`src/branch_trap_consts.svh`:
```
`ifndef BRANCH_TRAP_CONSTS_SVH
`define BRANCH_TRAP_CONSTS_SVH
// Opcodes, first byte; OP_EMU2 is the second byte
`define OP_NO_OVF     8'h71
`define OP_NOT_EQUAL  8'h75
`define OP_NOT_HIGHER 8'h76
`define OP_POSITIVE   8'h79
`define OP_PAR_EVEN   8'h7a
`define OP_PAR_ODD    8'h7b
`define OP_JMP_NEAR   8'he9
`define OP_JMP_FAR    8'hea
`define OP_JMP_SHORT  8'heb
`define OP_GRP_FF     8'hff
`define OP_TRAP3      8'hcc
`define OP_TRAPN      8'hcd
`define OP_ESC0F      8'h0f
`define OP_EMU2       8'hff
// Group ff reg field codes
`define GRP_JMP_NEAR  3'h4
`define GRP_JMP_FAR   3'h5
// Vector 3 address and step sizes
`define VEC3_ADDR     16'h000c
`define VEC_HI_OFS    16'h0002
`define PUSH_STEP     16'h0002
// Instruction lengths
`define LEN_SHORT     16'h0002
`define LEN_NEAR      16'h0003
`define LEN_FAR       16'h0005
`define LEN_TRAP3     16'h0001
`define LEN_TRAPN     16'h0002
`define LEN_EMU       16'h0003
// Status word flag positions
`define FLG_CARRY     0
`define FLG_PARITY    2
`define FLG_ZERO      6
`define FLG_SIGN      7
`define FLG_STEP      8
`define FLG_INT_EN    9
`define FLG_OVF       11
`define FLG_MODE      15
// Reset values
`define RST_COUNTER   16'h0000
`define RST_SEGMENT   16'hffff
`define RST_STACK     16'h0000
`define RST_STATUS    16'h8000
`endif

```
`src/branch_trap_pkg.sv`:
```
package branch_trap_pkg;
  typedef enum logic [6:0] {
    ST_IDLE  = 7'b0000001,
    ST_VLO   = 7'b0000010,
    ST_VHI   = 7'b0000100,
    ST_PSW   = 7'b0001000,
    ST_SEG   = 7'b0010000,
    ST_PC    = 7'b0100000,
    ST_DONE  = 7'b1000000
  } trap_state_type;
  typedef enum logic [1:0] {
    MEM_NONE = 2'h0,
    MEM_RD   = 2'h1,
    MEM_WR   = 2'h2
  } mem_op_type;
endpackage

```
`src/trap_mem_if.sv`:
```
`timescale 1ns/1ns
// Memory request carrier between sequencer and top
interface trap_mem_if;
  import branch_trap_pkg::*;
  mem_op_type  op;
  logic [15:0] addr;
  logic [15:0] wdata;
  logic [15:0] rdata;
  logic        ack;
  modport seq (output op, output addr, output wdata, input rdata, input ack);
  modport mem (input op, input addr, input wdata, output rdata, output ack);
endinterface

```
`src/branch_trap_exec.sv`:
```
`timescale 1ns/1ns
`include "branch_trap_consts.svh"
// Overview of operation
// - Branch-not-equal takes the short branch only when the zero flag is clear.
// - Branch-no-overflow (opcode 71h) branches only when overflow is zero.
// - Branch-positive (opcode 79h) branches only when sign is zero.
// - Branch-parity-even (opcode 7ah) branches only when parity is one.
// - Branch-parity-odd (opcode 7bh) branches only when parity is zero.
// - A taken conditional branch adds the sign-extended 8-bit displacement to the counter.
// - Near jump adds a 16-bit displacement; the instruction is three bytes.
// - Short jump adds the sign-extended displacement without a flag test.
// - Register or memory word jump loads the counter and keeps the segment.
// - Far jump loads the counter from bytes two-three and segment from four-five.
// - Indirect far jump loads segment from the high and counter from the low word.
// - A trap pushes status, segment, counter, each after stack-2, clears int-enable and step.
// - The one-byte trap reads the counter at 00ch and segment at 00eh.
// - The two-byte trap reads the counter at operand*4 and segment at operand*4+2.
// - The emulation trap pushes like a trap, clears the mode flag, and vectors.
module branch_trap_exec
  import branch_trap_pkg::*;
(
  input  wire logic        mclk_i,
  input  wire logic        rst_n_i,
  input  wire logic        start_i,
  input  wire logic [7:0]  byte0_i,
  input  wire logic [7:0]  byte1_i,
  input  wire logic [7:0]  byte2_i,
  input  wire logic [7:0]  byte3_i,
  input  wire logic [7:0]  byte4_i,
  input  wire logic [15:0] reg_operand_i,
  input  wire logic [31:0] mem_operand_i,
  input  wire logic [15:0] mem_rdata_i,
  input  wire logic        mem_ack_i,
  output logic             busy_o,
  output logic             done_o,
  output logic             illegal_o,
  output logic [15:0]      pc_o,
  output logic [15:0]      ps_o,
  output logic [15:0]      sp_o,
  output logic [15:0]      psw_o,
  output logic             mem_rd_o,
  output logic             mem_wr_o,
  output logic [15:0]      mem_addr_o,
  output logic [15:0]      mem_wdata_o
);
  ////////////////////////////////////////////////////////////////////////
  // Declarations
  trap_state_type state_q;
  logic [15:0]    pc_q;
  logic [15:0]    ps_q;
  logic [15:0]    sp_q;
  logic [15:0]    psw_q;
  logic [15:0]    vec_q;
  logic [15:0]    new_pc_q;
  logic [15:0]    new_ps_q;
  logic           emu_q;
  logic           done_q;
  logic           illegal_q;
  logic           busy_q;
  logic           is_cond;
  logic           cond_taken;
  logic [15:0]    ext_disp8;
  logic [15:0]    disp16;
  logic [15:0]    imm_vec;
  logic           is_grp;
  logic [2:0]     grp_sel;
  logic           grp_reg;
  logic           is_emu;
  logic           is_trap;
  trap_mem_if     mif ();

  ////////////////////////////////////////////////////////////////////////
  // Flag test
  cond_eval u_cond (
    .opcode_i  (byte0_i),
    .psw_i     (psw_q),
    .is_cond_o (is_cond),
    .taken_o   (cond_taken)
  );

  ////////////////////////////////////////////////////////////////////////
  // Trap memory sequencer
  trap_seq u_seq (
    .mclk_i  (mclk_i),
    .rst_n_i (rst_n_i),
    .state_i (state_q),
    .sp_i    (sp_q),
    .vec_i   (vec_q),
    .psw_i   (psw_q),
    .ps_i    (ps_q),
    .pc_i    (pc_q),
    .m       (mif.seq)
  );

  // Memory port hookup
  assign mif.rdata = mem_rdata_i;
  assign mif.ack   = mem_ack_i;

  ////////////////////////////////////////////////////////////////////////
  // Operand decode
  function automatic logic [15:0] sext8(input logic [7:0] d);
    sext8 = {{8{d[7]}}, d};
  endfunction

  assign ext_disp8 = sext8(byte1_i);
  assign disp16    = {byte2_i, byte1_i};
  assign imm_vec   = {6'h00, byte1_i, 2'b00};
  assign is_grp    = (byte0_i == `OP_GRP_FF);
  assign grp_sel   = byte1_i[5:3];
  assign grp_reg   = (byte1_i[7:6] == 2'b11);
  assign is_emu    = (byte0_i == `OP_ESC0F) && (byte1_i == `OP_EMU2);
  assign is_trap   = (byte0_i == `OP_TRAP3) || (byte0_i == `OP_TRAPN) || is_emu;

  ////////////////////////////////////////////////////////////////////////
  // Trap state machine
  always_ff @(posedge mclk_i) begin
    if (!rst_n_i) begin
      state_q <= ST_IDLE;
    end else begin
      unique case (state_q)
        ST_IDLE: if (start_i && is_trap) state_q <= ST_VLO;
        ST_VLO:  if (mem_ack_i) state_q <= ST_VHI;
        ST_VHI:  if (mem_ack_i) state_q <= ST_PSW;
        ST_PSW:  if (mem_ack_i) state_q <= ST_SEG;
        ST_SEG:  if (mem_ack_i) state_q <= ST_PC;
        ST_PC:   if (mem_ack_i) state_q <= ST_DONE;
        ST_DONE: state_q <= ST_IDLE;
        default: state_q <= ST_IDLE;
      endcase
    end
  end

  ////////////////////////////////////////////////////////////////////////
  // Vector address and mode latch
  always_ff @(posedge mclk_i) begin
    if (!rst_n_i) begin
      vec_q <= 16'h0000;
      emu_q <= 1'b0;
    end else if (state_q == ST_IDLE && start_i && is_trap) begin
      emu_q <= is_emu;
      if (byte0_i == `OP_TRAP3) begin
        vec_q <= `VEC3_ADDR;
      end else if (is_emu) begin
        vec_q <= {6'h00, byte2_i, 2'b00};
      end else begin
        vec_q <= imm_vec;
      end
    end
  end

  ////////////////////////////////////////////////////////////////////////
  // Fetched vector words
  always_ff @(posedge mclk_i) begin
    if (!rst_n_i) begin
      new_pc_q <= 16'h0000;
      new_ps_q <= 16'h0000;
    end else begin
      if (state_q == ST_VLO && mem_ack_i) new_pc_q <= mem_rdata_i;
      if (state_q == ST_VHI && mem_ack_i) new_ps_q <= mem_rdata_i;
    end
  end

  ////////////////////////////////////////////////////////////////////////
  // Stack pointer
  always_ff @(posedge mclk_i) begin
    if (!rst_n_i) begin
      sp_q <= `RST_STACK;
    end else if ((state_q == ST_PSW || state_q == ST_SEG || state_q == ST_PC)
                 && mem_ack_i) begin
      sp_q <= sp_q - `PUSH_STEP;
    end
  end

  ////////////////////////////////////////////////////////////////////////
  // Status word
  always_ff @(posedge mclk_i) begin
    if (!rst_n_i) begin
      psw_q <= `RST_STATUS;
    end else if (state_q == ST_PSW && mem_ack_i) begin
      psw_q[`FLG_INT_EN] <= 1'b0;
      psw_q[`FLG_STEP]   <= 1'b0;
      if (emu_q) psw_q[`FLG_MODE] <= 1'b0;
    end
  end

  ////////////////////////////////////////////////////////////////////////
  // Program segment
  always_ff @(posedge mclk_i) begin
    if (!rst_n_i) begin
      ps_q <= `RST_SEGMENT;
    end else if (state_q == ST_SEG && mem_ack_i) begin
      ps_q <= new_ps_q;
    end else if (state_q == ST_IDLE && start_i) begin
      if (byte0_i == `OP_JMP_FAR) begin
        ps_q <= {byte4_i, byte3_i};
      end else if (is_grp && grp_sel == `GRP_JMP_FAR && !grp_reg) begin
        ps_q <= mem_operand_i[31:16];
      end
    end
  end

  ////////////////////////////////////////////////////////////////////////
  // Program counter
  always_ff @(posedge mclk_i) begin
    if (!rst_n_i) begin
      pc_q <= `RST_COUNTER;
    end else if (state_q == ST_PC && mem_ack_i) begin
      pc_q <= new_pc_q;
    end else if (state_q == ST_IDLE && start_i) begin
      if (is_cond) begin
        if (cond_taken) begin
          pc_q <= pc_q + `LEN_SHORT + ext_disp8;
        end else begin
          pc_q <= pc_q + `LEN_SHORT;
        end
      end else if (byte0_i == `OP_JMP_SHORT) begin
        pc_q <= pc_q + `LEN_SHORT + ext_disp8;
      end else if (byte0_i == `OP_JMP_NEAR) begin
        pc_q <= pc_q + `LEN_NEAR + disp16;
      end else if (byte0_i == `OP_JMP_FAR) begin
        pc_q <= {byte2_i, byte1_i};
      end else if (is_grp && grp_sel == `GRP_JMP_NEAR) begin
        pc_q <= grp_reg ? reg_operand_i : mem_operand_i[15:0];
      end else if (is_grp && grp_sel == `GRP_JMP_FAR && !grp_reg) begin
        pc_q <= mem_operand_i[15:0];
      end else if (byte0_i == `OP_TRAP3) begin
        pc_q <= pc_q + `LEN_TRAP3;
      end else if (byte0_i == `OP_TRAPN) begin
        pc_q <= pc_q + `LEN_TRAPN;
      end else if (is_emu) begin
        pc_q <= pc_q + `LEN_EMU;
      end
    end
  end

  ////////////////////////////////////////////////////////////////////////
  // Completion and illegal-code flags
  always_ff @(posedge mclk_i) begin
    if (!rst_n_i) begin
      done_q    <= 1'b0;
      illegal_q <= 1'b0;
    end else begin
      done_q    <= 1'b0;
      illegal_q <= 1'b0;
      if (state_q == ST_PC && mem_ack_i) begin
        done_q <= 1'b1;
      end else if (state_q == ST_IDLE && start_i && !is_trap) begin
        if (is_cond || byte0_i == `OP_JMP_SHORT || byte0_i == `OP_JMP_NEAR
            || byte0_i == `OP_JMP_FAR
            || (is_grp && grp_sel == `GRP_JMP_NEAR)
            || (is_grp && grp_sel == `GRP_JMP_FAR && !grp_reg)) begin
          done_q <= 1'b1;
        end else begin
          illegal_q <= 1'b1;
        end
      end
    end
  end

  ////////////////////////////////////////////////////////////////////////
  // Registered memory port
  always_ff @(posedge mclk_i) begin
    if (!rst_n_i) begin
      mem_rd_o    <= 1'b0;
      mem_wr_o    <= 1'b0;
      mem_addr_o  <= 16'h0000;
      mem_wdata_o <= 16'h0000;
    end else begin
      mem_rd_o    <= (mif.op == MEM_RD) && !mem_ack_i;
      mem_wr_o    <= (mif.op == MEM_WR) && !mem_ack_i;
      mem_addr_o  <= mif.addr;
      mem_wdata_o <= mif.wdata;
    end
  end

  ////////////////////////////////////////////////////////////////////////
  // Busy flag, held in its own flop so the port is registered
  always_ff @(posedge mclk_i) begin
    if (!rst_n_i) begin
      busy_q <= 1'b0;
    end else if (state_q == ST_IDLE && start_i && is_trap) begin
      busy_q <= 1'b1;
    end else if (state_q == ST_DONE) begin
      busy_q <= 1'b0;
    end
  end

  // Architectural outputs
  assign busy_o    = busy_q;
  assign done_o    = done_q;
  assign illegal_o = illegal_q;
  assign pc_o      = pc_q;
  assign ps_o      = ps_q;
  assign sp_o      = sp_q;
  assign psw_o     = psw_q;
endmodule

```
`src/cond_eval.sv`:
```
`timescale 1ns/1ns
`include "branch_trap_consts.svh"
// Flag test for the short conditional branches
module cond_eval
  import branch_trap_pkg::*;
(
  input  wire logic [7:0]  opcode_i,
  input  wire logic [15:0] psw_i,
  output logic             is_cond_o,
  output logic             taken_o
);
  ////////////////////////////////////////////////////////////////////////
  // Condition select
  always_comb begin
    is_cond_o = 1'b1;
    taken_o   = 1'b0;
    unique case (opcode_i)
      `OP_NOT_EQUAL:  taken_o = ~psw_i[`FLG_ZERO];
      `OP_NOT_HIGHER: taken_o = psw_i[`FLG_CARRY] | psw_i[`FLG_ZERO];
      `OP_NO_OVF:     taken_o = ~psw_i[`FLG_OVF];
      `OP_POSITIVE:   taken_o = ~psw_i[`FLG_SIGN];
      `OP_PAR_EVEN:   taken_o = psw_i[`FLG_PARITY];
      `OP_PAR_ODD:    taken_o = ~psw_i[`FLG_PARITY];
      default: is_cond_o = 1'b0;
    endcase
  end
endmodule

```
`src/trap_seq.sv`:
```
`timescale 1ns/1ns
`include "branch_trap_consts.svh"
// Address and data of each trap memory step
module trap_seq
  import branch_trap_pkg::*;
(
  input  wire logic           mclk_i,
  input  wire logic           rst_n_i,
  input  trap_state_type      state_i,
  input  wire logic [15:0]    sp_i,
  input  wire logic [15:0]    vec_i,
  input  wire logic [15:0]    psw_i,
  input  wire logic [15:0]    ps_i,
  input  wire logic [15:0]    pc_i,
  trap_mem_if.seq             m
);
  ////////////////////////////////////////////////////////////////////////
  // Step decode: vector reads, then pushes below the stack pointer
  always_comb begin
    m.op    = MEM_NONE;
    m.addr  = 16'h0000;
    m.wdata = 16'h0000;
    unique case (state_i)
      ST_VLO: begin
        m.op   = MEM_RD;
        m.addr = vec_i;
      end
      ST_VHI: begin
        m.op   = MEM_RD;
        m.addr = vec_i + `VEC_HI_OFS;
      end
      ST_PSW: begin
        m.op    = MEM_WR;
        m.addr  = sp_i - `PUSH_STEP;
        m.wdata = psw_i;
      end
      ST_SEG: begin
        m.op    = MEM_WR;
        m.addr  = sp_i - `PUSH_STEP;
        m.wdata = ps_i;
      end
      ST_PC: begin
        m.op    = MEM_WR;
        m.addr  = sp_i - `PUSH_STEP;
        m.wdata = pc_i;
      end
      default: m.op = MEM_NONE;
    endcase
  end
endmodule

```
`config.mk`:
```
export PLATFORM = sky130hd
export DESIGN_NAME = branch_trap_exec
export DESIGN_NICKNAME = d
export VERILOG_FILES = /design/src/branch_trap_pkg.sv /design/src/trap_mem_if.sv /design/src/branch_trap_exec.sv /design/src/cond_eval.sv /design/src/trap_seq.sv
export VERILOG_INCLUDE_DIRS = /design/src
export SDC_FILE = /design/constraint.sdc
export NUM_CORES = 1
export LEC_CHECK = 0
export ABC_AREA = 0
export BUFFER_PORTS_ARGS = -buffer_cell sky130_fd_sc_hd__buf_2
export CORE_AREA = 2 2 128 155
export DETAILED_ROUTE_END_ITERATION = 7
export DIE_AREA = 0 0 130 157
export MAX_ROUTING_LAYER = met4
export PLACE_DENSITY = 0.78
export SYNTH_ARGS = -nofsm -noshare
export SYNTH_HDL_FRONTEND = slang
export SYNTH_SLANG_ARGS = --single-unit
export TNS_END_PERCENT = 100
```
`constraint.sdc`:
```
create_clock -name mclk_i -period 6.35 [get_ports mclk_i]
set_input_delay 0 -clock mclk_i [delete_from_list [all_inputs] [get_ports mclk_i]]
set_output_delay 0 -clock mclk_i [all_outputs]
set_load 0.005 [all_outputs]
```
Yosys cells after proc, flatten, opt, wreduce, memory -nomap -nowiden
Cells that the tools add are included.
- register bits: 142
- input bits: 108
- output and inout bits: 101
- logic and storage cells: 136
- equality and inequality tests: 32
- bitwise gates (word level): 2
- reduce and logical (&&, ||, !) cells: 42
- $add $sub $neg: 7
- mux-type cells: 37
- operators by type and width (cell ; number):
    16-bit 2-to-1 mux ; 17
    16-bit one-hot mux with 3 select lines ; 2
    8-bit == test (second input constant) ; 7
    16-bit by 2-bit adder with 16-bit output (second input constant) ; 3
    8-bit by 7-bit == test with 1-bit output (second input constant) ; 6
    7-bit 2-to-1 mux ; 6
    7-bit one-hot mux with 6 select lines ; 1
    16-bit adder ; 2
    10-bit 2-to-1 mux ; 2
    16-bit by 1-bit adder with 16-bit output (second input constant) ; 1
    1-bit logical AND ; 16
    16-bit by 2-bit subtractor with 16-bit output (second input constant) ; 1
    2-bit inequality test (second input constant) ; 6
    10-bit nonzero test ; 1
    1-bit logical OR ; 9
    8-bit by 4-bit == test with 1-bit output (second input constant) ; 1
    1-bit 2-to-1 mux ; 8
    7-bit by 1-bit == test with 1-bit output (second input constant) ; 1
    7-bit by 2-bit == test with 1-bit output (second input constant) ; 1
    7-bit by 3-bit == test with 1-bit output (second input constant) ; 1
    7-bit by 4-bit == test with 1-bit output (second input constant) ; 1
    7-bit by 5-bit == test with 1-bit output (second input constant) ; 1
    7-bit by 6-bit == test with 1-bit output (second input constant) ; 1
    7-bit == test (second input constant) ; 1
    14 further kinds ; 24

Longest topological paths before layout
Gate-level depths: netlist of the first run.
- depth after elaboration: 13
- mapped depth: 16
- mapped depth without buffers: 15

Hierarchy
From an unflattened synthesis of the first run, not the netlist that was laid out.
- cells, all modules: 1306
- area total of the unflattened synthesis: 10019.6 um^2
- by module, submodules not included (module ; area an instance (um^2) ; instances ; cells each ; sequential area each (um^2)):
    branch_trap_exec ; 8799.7 ; 1 ; 1127 ; 2662.6
    trap_seq ; 1104.8 ; 1 ; 164 ; 0.0
    cond_eval ; 115.1 ; 1 ; 15 ; 0.0

Worst setup path after synthesis of the first run
No wires, ideal clock.
- path type: register to register
- from: reg pc_q[1], in the netlist pc_o[1]
- to: reg pc_q[14], in the netlist pc_o[14]
- data arrival time: 3262 ps
- cell stages (with the launch flop): 17
- setup time: 126 ps
- setup slack: 2962 ps
- period minus slack after synthesis: 3388 ps
- path buffers: 1
- data required time: 6224 ps
- path through: dfxtp_1 > clkbuf_1 > inv_1 > ha_1 > a21oi_1 > nand2b_1 > nor2_1 > xor2_1 > ha_1 > a21o_1 > a41oi_1 > a21oi_1 > a31oi_1 > xor2_1 > nor4_1 > a211oi_1 > o22ai_1
- cells in the longest elaborated chain, start to end: 12
- elaborated cells between the ends (all ways): 17
- classes of those cells: add/sub: 5; mux: 12
- ends and longest elaborated chain (element ; RTL line ; source):
    from (decl) ; branch_trap_exec.sv:49 ; logic [15:0] pc_q;
    from (signal assigned) ; branch_trap_exec.sv:206 ; pc_q <= `RST_COUNTER;
    from (signal assigned) ; branch_trap_exec.sv:208 ; pc_q <= new_pc_q;
    from (signal assigned) ; branch_trap_exec.sv:212 ; pc_q <= pc_q + `LEN_SHORT + ext_disp8;
    parallel branches: the longest is 9 deep, another holds 16-bit by 2-bit adder with 16-bit output ; - ;
    16-bit 2-to-1 mux (*) ; branch_trap_exec.sv:210 ; if (is_cond) begin
    16-bit 2-to-1 mux (*) ; branch_trap_exec.sv:209 ; end else if (state_q == ST_IDLE && start_i) begin
    16-bit 2-to-1 mux (*) ; branch_trap_exec.sv:207 ; end else if (state_q == ST_PC && mem_ack_i) begin
Mark *: on every way between the ends. The select of a mux whose other input is x is not followed.
A chain may end at the register's enable or synchronous reset.

Worst setup path in the final report of the first run
Same ends and word-level chain as after synthesis.

==> results of run 1 <==
-- cell families after synthesis --
| logic type | after synthesis | synth area share |
|---|---|---|
| other cells | 1 | 0.000405 |
| simple gates | 491 | 0.253 |
| mux | 9 | 0.00985 |
| flops | 132 | 0.285 |
| xor+xnor | 86 | 0.0813 |
| compound gates | 383 | 0.257 |
| fa+ha+maj | 40 | 0.0556 |
| buf+inv | 118 | 0.0580 |
-- timing repair --
| action | 4_1_cts | 5_1_grt |
|---|---|---|
| hold buffers | 37 | 0 |
| buffers inserted | 0 | 0 |
| hold endpoints to repair | 46 | 0 |
-- registers in the layout (all words and copies together) (netlist names), 8 cells and up --
signal and cells:
mem_addr_o 15, pc_o 16, ps_o 16, vec_q 8, mem_wdata_o 16, sp_o 15, new_ps_q 16, new_pc_q 16
-- tightest hold or removal path: stages --
cell and delay, ns:
buf_2 0.09, nand2_1 0.05, nand3_1 0.08, o21ai_0 0.08, o211ai_1 0.08
-- final cells by class --
| class | count | area, um2 |
|---|---|---|
| fill | 1759 | 7650 |
| timing repair buffer | 236 | 1390 |
| multi-input combinational | 1026 | 6150 |
| inverter | 18 | 67.6 |
| tap | 256 | 320 |
| clock buffer | 19 | 443 |
| sequential | 132 | 2640 |
| clock inverter | 13 | 126 |
-- cells in the final DEF, fill, tap and decap left out, types with 7 or more instances in the layout --
cell type,n
inv_1,16
buf_2,191
conb_1,17
or3_4,8
and3_1,9
o21ai_0,84
a31oi_1,10
nor3_1,33
a21oi_1,129
mux2i_1,8
a22oi_1,26
or3_1,19
a21o_1,10
xor2_1,37
or2_2,9
nand3_1,44
nor2_1,112
clkbuf_16,17
a221oi_1,8
nand4_1,12
dfxtp_1,132
o211ai_1,27
xnor2_1,49
o22ai_1,14
o221ai_1,16
ha_1,38
buf_4,8
a211oi_1,16
dlygate4sd3_1,37
o2111ai_1,10
o21a_1,7
nand2b_1,10
nand2_1,193
-- routing by layer --
metal  up-vias  routed length, um  global-route usage
li1       4868                  -                   -
met1      4910              13100               0.394
met2       559              16800               0.571
met3       128               2570              0.0506
met4         0               1890               0.178
met5         -                  0                   -
-- path summary, 6_finish.rpt --
check               startpoint           to
min reg2reg        new_ps_q[9]  new_ps_q[9]
max reg2reg            pc_o[1]     pc_o[14]
max                    pc_o[1]     pc_o[14]
min          mem_operand_i[28]     ps_o[12]
-- power breakdown --
part           internal, W  switching (W)  leakage, nW
sequential        0.000830     0.00000557         1.06
combinational    0.0000904       0.000129         3.25
clock             0.000553       0.000385        0.267
-- stage by stage --
step,total power [W],std cells,utilization
after global routing,0.00206,1700,0.593
after global placement,0.00105,1631,0.543
after CTS,0.00199,1700,0.593
after floorplan,0.000974,1276,-
final,0.00199,1700,0.593
after detailed placement,0.00105,1631,0.543
==> key figures, run 1 <==
Outcome
  – Status: completed

Synthesis
  – Most frequent cell after synthesis: nand2_1
  – Seq/Total Area, Yosys: 0.285
  – Syn_area_per_cell: 7.36 um2
  – Gate Count Post-Synth: 1,260
  – Post-synth EDFFs: 0
  – Cell variety after synth: 72
  – Top cells by count, synth: nand2_1, dfxtp_1, a21oi_1, nor2_1, o21ai_0
  – Yosys reg bits: 132
  – Async SR Flop Fraction: 0
  – Synth top area share: 0.285
  – Synth top area cells: dfxtp_1, nand2_1, a21oi_1, ha_1, xnor2_1
  – Cell Area, Synth: 9270 um2
  – Synth area leader: dfxtp_1
  – Ys Warns: 0
  – Top_reg_cell synth: dfxtp_1

Cells and area
  – Final Cell Area: 11,100 um2
  – Layout cells sized above 1: 0.181
  – ANT cells: 0
  – Area Growth Syn to Fin: 20.2%
  – Nets: 1,579

Clock network
  – Clk root buf: clkbuf_16
  – Post-cts resize count: 0
  – Clk_lat worst skew: 0.42 ns
  – CTS H-tree depth: 4
  – CTS tree: yes
  – Num CTS Buffers: 17
  – Clock buffer depth: 2
  – Clk slew on worst S/H paths: 0.06 ns
  – Num Clock Sinks: 132

Min path
  – HP Class: primary input to flop
  – Hold Crit Depth: 5

Detailed routing
  – Via-to-Cell Ratio: 6.16
  – Router iterations before antenna repair: 7
  – WL/cell: 20.2 um
  – ANT nets after route: 0
  – DRT iter0 DRCs: 842
  – DRC errors left: 0
  – Via count: 10.5k
  – Final wirelength: 34,400 um

Setup path
  – Critical Path End Type: flop
  – Critical path depth: 15
  – Worst R2R Path Depth: 15
  – Critical path's top delay family: compound AO/OA/AOI/OAI gates
  – Critical path fanouts, max: 12
  – Worst path slowest cell: dfxtp_1
  – CP Cell Sequence: inv_1 > ha_1 > a21oi_1 > nand2b_1 > nor2_1 > xor2_1 > ha_1 > a21o_1 > a41oi_1 > a21oi_1 > a31oi_1 > xor2_1 > nor4_1 > a211oi_1 > o22ai_1
  – Crit Path Class: flop to flop
  – CP Data Required Time: 6.65 ns
  – CP Launch Type: flop
  – CP arrival: 4.30 ns
  – CP max stage delay: 0.59 ns
  – Worst path buffer plus inverter count: 1
  – Reg2reg setup slack: 2.35 ns

Global route
  – Gr ovfl total: 0
  – All-Layer GR Usage: 0.341
  – First-pass GRT wire length: 52,200 um
  – Initial antenna violation count: 0
  – Largest net degree at the start of global routing: 80
  – Vias in the first global route: 9,723

Die
  – Die ar.: 20,400 um2
  – # IOs: 209
  – Initial Util: 0.493
  – Core area: 18,800 um2
  – Die X: 130 um
  – Die height: 157 um
  – # rows: 55

Placed design
  – Port bufs: 191
  – GP Congestion: 1.01
  – Post-DP HPWL: 25,000 um
  – Pre-CTS WS: 2.44 ns
  – Placed cell area: 10,200 um2

STA
  – Final hold violation count: 0
  – Max-slew headroom: 0.184
  – Tmin final: 4.00 ns
  – Tcrit/Tclk final: 0.630
  – Clock Skew: 0.00546 ns
  – Setup violations, final: 0
  – Slew Limit Fails: 0
  – TNS Setup: 0 ns
  – FMAX: 250 MHz
  – Hold Slack: 0.00817 ns
  – Final worst slack: 2.35 ns
  – Worst slew pin tran: 1.22 ns
  – RSZ-0062 raised after global routing: false

Run
  – Max Cap Viol: 0

Power
  – Cell Pwr Density: 179 nW/um2
  – VDD IR max: 0.000216 V
  – LEAKAGE: 4.58 nW
Power figures use the tool's default switching activity.
==> inputs of run 2 (changes only) <==
--- a/config.mk
+++ b/config.mk
@@ -6,13 +6,13 @@
 export SDC_FILE = /design/constraint.sdc
 export NUM_CORES = 1
 export LEC_CHECK = 0
-export ABC_AREA = 0
+export ABC_AREA = 1
 export BUFFER_PORTS_ARGS = -buffer_cell sky130_fd_sc_hd__buf_2
-export CORE_AREA = 2 2 128 155
+export CORE_AREA = 2 2 131 158
 export DETAILED_ROUTE_END_ITERATION = 7
-export DIE_AREA = 0 0 130 157
+export DIE_AREA = 0 0 133 160
 export MAX_ROUTING_LAYER = met4
-export PLACE_DENSITY = 0.78
+export PLACE_DENSITY = 0.81
 export SYNTH_ARGS = -nofsm -noshare
 export SYNTH_HDL_FRONTEND = slang
 export SYNTH_SLANG_ARGS = --single-unit
==> constraint.sdc (replaced) <==
create_clock -name mclk_i -period 3.6 [get_ports mclk_i]
set_input_delay 0 -clock mclk_i [delete_from_list [all_inputs] [get_ports mclk_i]]
set_output_delay 0 -clock mclk_i [all_outputs]
set_load 0.005 [all_outputs]
==> run 2 against run 1 <==
  * Sequential cell count is the same
  * Critical path type unchanged
  * Global-route usage rose by 2.3 points
  * Utilization increased by 0.52 points
  * First-iteration DRC count rose by 21%
  * Clock-buffer cell count increased by 2
==> key figures, run 2 <==
Clock network
  – CTS H-tree depth: 4 (unchanged)
  – Clk slew on worst S/H paths: 0.06 ns (about the same)
  – CTS tree: yes (unchanged)
  – Clk root buf: clkbuf_16 (unchanged)
  – Clock buffer depth: 2 (unchanged)
  – Num CTS Buffers: 17 (unchanged)
  – Clk_lat worst skew: 0.42 ns (about the same)
  – Num Clock Sinks: 132 (unchanged)

STA
  – Worst slew pin tran: 1.12 ns (was 1.22 ns)
  – Setup violations, final: 0 (unchanged)
  – RSZ-0062 raised after global routing: false (unchanged)
  – Clock Skew: 0.00962 ns (was 0.00546 ns)
  – FMAX: 299 MHz (was 250 MHz)
  – TNS Setup: 0 ns (unchanged)
  – Slew Limit Fails: 0 (unchanged)
  – Max-slew headroom: 0.252 (was 0.184)
  – Tcrit/Tclk final: 0.928 (was 0.630)
  – Final hold violation count: 0 (unchanged)
  – Tmin final: 3.34 ns (was 4.00 ns)
  – Hold Slack: 0.0167 ns (was 0.00817 ns)

Detailed routing
  – Via-to-Cell Ratio: 5.66 (was 6.16)
  – Final wirelength: 38,000 um (was 34,400 um)
  – Via count: 11.5k (was 10.5k)
  – ANT nets after route: 0 (unchanged)
  – WL/cell: 18.7 um (was 20.2 um)
  – DRT iter0 DRCs: 1,017 (was 842)
  – DRC errors left: 0 (unchanged)
  – Router iterations before antenna repair: 8 (was 7)

Die
  – Core area: 19,900 um2 (was 18,800 um2)
  – Initial Util: 0.490 (was 0.493)
  – Die X: 133 um (was 130 um)
  – # rows: 57 (was 55)
  – Die ar.: 21,300 um2 (was 20,400 um2)
  – # IOs: 209 (unchanged)
  – Die height: 160 um (was 157 um)

Setup path
  – Critical path fanouts, max: 7 (was 12)
  – CP Data Required Time: 3.85 ns (was 6.65 ns)
  – CP Launch Point: pc_o[10] (was pc_o[1])
  – CP Launch Type: flop (unchanged)
  – Crit path to: pc_o[13] (was pc_o[14])
  – Critical Path End Type: flop (unchanged)
  – CP arrival: 3.59 ns (was 4.30 ns)
  – Crit Path Class: flop to flop (unchanged)
  – Reg2reg setup slack: 0.26 ns (was 2.35 ns)
  – Reg2reg end: pc_o[13] (was pc_o[14])
  – R2r startpoint: pc_o[10] (was pc_o[1])
  – Worst R2R Path Depth: 18 (was 15)

Placed design
  – GP Congestion: 1.02 (was 1.01)
  – Cells after DPL: 1,984 (was 1,631)
  – Port bufs: 191 (unchanged)
  – Placed cell area: 11,100 um2 (was 10,200 um2)
  – Post-DP HPWL: 29,500 um (was 25,000 um)

Synthesis
  – Most frequent cell after synthesis: nand2_1 (unchanged)
  – Top cells by count, synth: nand2_1, a21oi_1, nand3_1, dfxtp_1, inv_1 (was nand2_1, dfxtp_1, a21oi_1, nor2_1, o21ai_0)
  – Synth area leader: dfxtp_1 (unchanged)
  – Post-synth EDFFs: 0 (unchanged)
  – Ys Warns: 0 (unchanged)
  – Top_reg_cell synth: dfxtp_1 (unchanged)
  – Synth top area cells: dfxtp_1, nand2_1, a21oi_1, nand3_1, o21ai_0 (was dfxtp_1, nand2_1, a21oi_1, ha_1, xnor2_1)
  – Async SR Flop Fraction: 0 (unchanged)
  – Cell variety after synth: 53 (was 72)
  – Cell Area, Synth: 9740 um2 (was 9270 um2)
  – Seq/Total Area, Yosys: 0.271 (was 0.285)
  – Synth top area share: 0.271 (was 0.285)
  – Yosys reg bits: 132 (unchanged)
  – Syn_area_per_cell: 6.34 um2 (was 7.36 um2)
  – Gate Count Post-Synth: 1,537 (was 1,260)

Outcome
  – Status: completed (unchanged)

Global route
  – Largest net degree at the start of global routing: 61 (was 80)
  – Initial antenna violation count: 0 (unchanged)
  – All-Layer GR Usage: 0.364 (was 0.341)
  – Gr ovfl total: 0 (unchanged)
  – First-pass GRT wire length: 59,100 um (was 52,200 um)
  – Vias in the first global route: 11.0k (was 9,723)

Cells and area
  – Final Util: 0.598 (was 0.593)
  – Final Cell Area: 11,900 um2 (was 11,100 um2)
  – Area Growth Syn to Fin: 22.2% (was 20.2%)
  – Commonest non-fill, non-tap cell in the layout: nand2_1 (unchanged)
  – ANT cells: 0 (unchanged)
  – Most frequent cells in the layout: nand2_1, buf_2, a21oi_1 (was nand2_1, buf_2, dfxtp_1)
  – Layout cells sized above 1: 0.193 (was 0.181)
  – Non-filler instance count after layout: 2,034 (was 1,700)
  – Nets: 1,904 (was 1,579)

Power
  – VDD IR max: 0.000378 V (was 0.000216 V)
  – LEAKAGE: 5.66 nW (was 4.58 nW)
  – Cell Pwr Density: 368 nW/um2 (was 179 nW/um2)

Run
  – Max Cap Viol: 0 (unchanged)

Min path
  – HP Class: primary input to flop (unchanged)
==> run 2: cell count changes after synthesis, moves of 14 or more <==
cell | before | now
inv_1 | 16 | 132
nand2_1 | 193 | 387
a22oi_1 | 26 | 0
nor3_1 | 34 | 20
or3_1 | 19 | 0
a21oi_1 | 129 | 153
a211oi_1 | 16 | 0
xnor2_1 | 49 | 10
o21ai_0 | 84 | 100
clkbuf_1 | 69 | 39
nor2_1 | 112 | 131
nand3_1 | 44 | 152
==> run 2: cell type report <==
type,instances,area [um2]
tap,265,332
fill,1912,8000
timing repair buffer,264,1540
clock inverter,11,129
clock buffer,21,440
sequential,132,2660
multi-input combinational,1193,6240
inverter,148,564
==> run 2: where the power goes <==
group	leakage, nW	switching, W	internal, W
logic	4.32	0.000727	0.000391
registers	1.07	0.0000593	0.00153
clock network	0.272	0.000659	0.00102
total	5.66	0.00145	0.00294
==> run 2: what timing repair did <==
action / 4_1_cts / 5_1_grt
setup buffers: 0 / 2
endpoints found under the hold margin: 32 / 0
setup endpoints to repair: 0 / 8
hold buffers: 16 / 0
gates resized for setup: 0 / 18
==> run 2: critical path, cell delays in order, from the launching register on <==
cell and delay [ns]:
dfxtp_1 0.58, nand2_1 0.12, nor2_2 0.13, inv_1 0.09
nor2_1 0.16, nand3_1 0.13, and2_1 0.24, ha_1 0.39
nand2_1 0.17, nor4_1 0.30, nand2_1 0.09, nand2_1 0.09
a21oi_1 0.06, o21ai_0 0.09, nand3_1 0.20, nand2_1 0.10
nand2_1 0.08, nand2_1 0.09, a21oi_1 0.06
==> run 2: logic make-up (layout without fill, tap and decap cells) <==
group,Yosys count,after routing,synth area share
compound gates,328,328,0.186
flops,132,132,0.271
fa+ha+maj,40,40,0.0529
buf+inv,228,444,0.0993
xor+xnor,42,42,0.0378
other cells,1,17,0.000385
simple gates,766,766,0.352
==> run 2: through the flow <==
step	total power, W	setup slack, ns
after floorplan	0.00235	0.775
after global placement	0.00268	0.123
after detailed placement	0.00269	0.0983
after CTS	0.00437	0.0874
after global routing	0.00458	0.00990
final	0.00439	0.258
==> run 2: how the worst min path moves through the flow <==
stage,start,to,slack (ns),cells after the start
global route,start_i,state_q[0],0.04,4
floorplan,mem_rdata_i[0],new_ps_q[0],0.16,2
global placement,mem_rdata_i[4],new_ps_q[4],0.29,3
CTS,start_i,state_q[0],0.01,4
finish,byte4_i[5],ps_o[13],0.02,5
detailed placement,mem_rdata_i[4],new_pc_q[4],0.30,3
==> run 2: routing by layer <==
metal  vias up  wire length (um)  track usage
met5         -                 0            -
met4         0              1980        0.181
met3       105              2570       0.0498
met2       537             18500        0.615
met1      5332             15000        0.422
li1       5541                 -            -
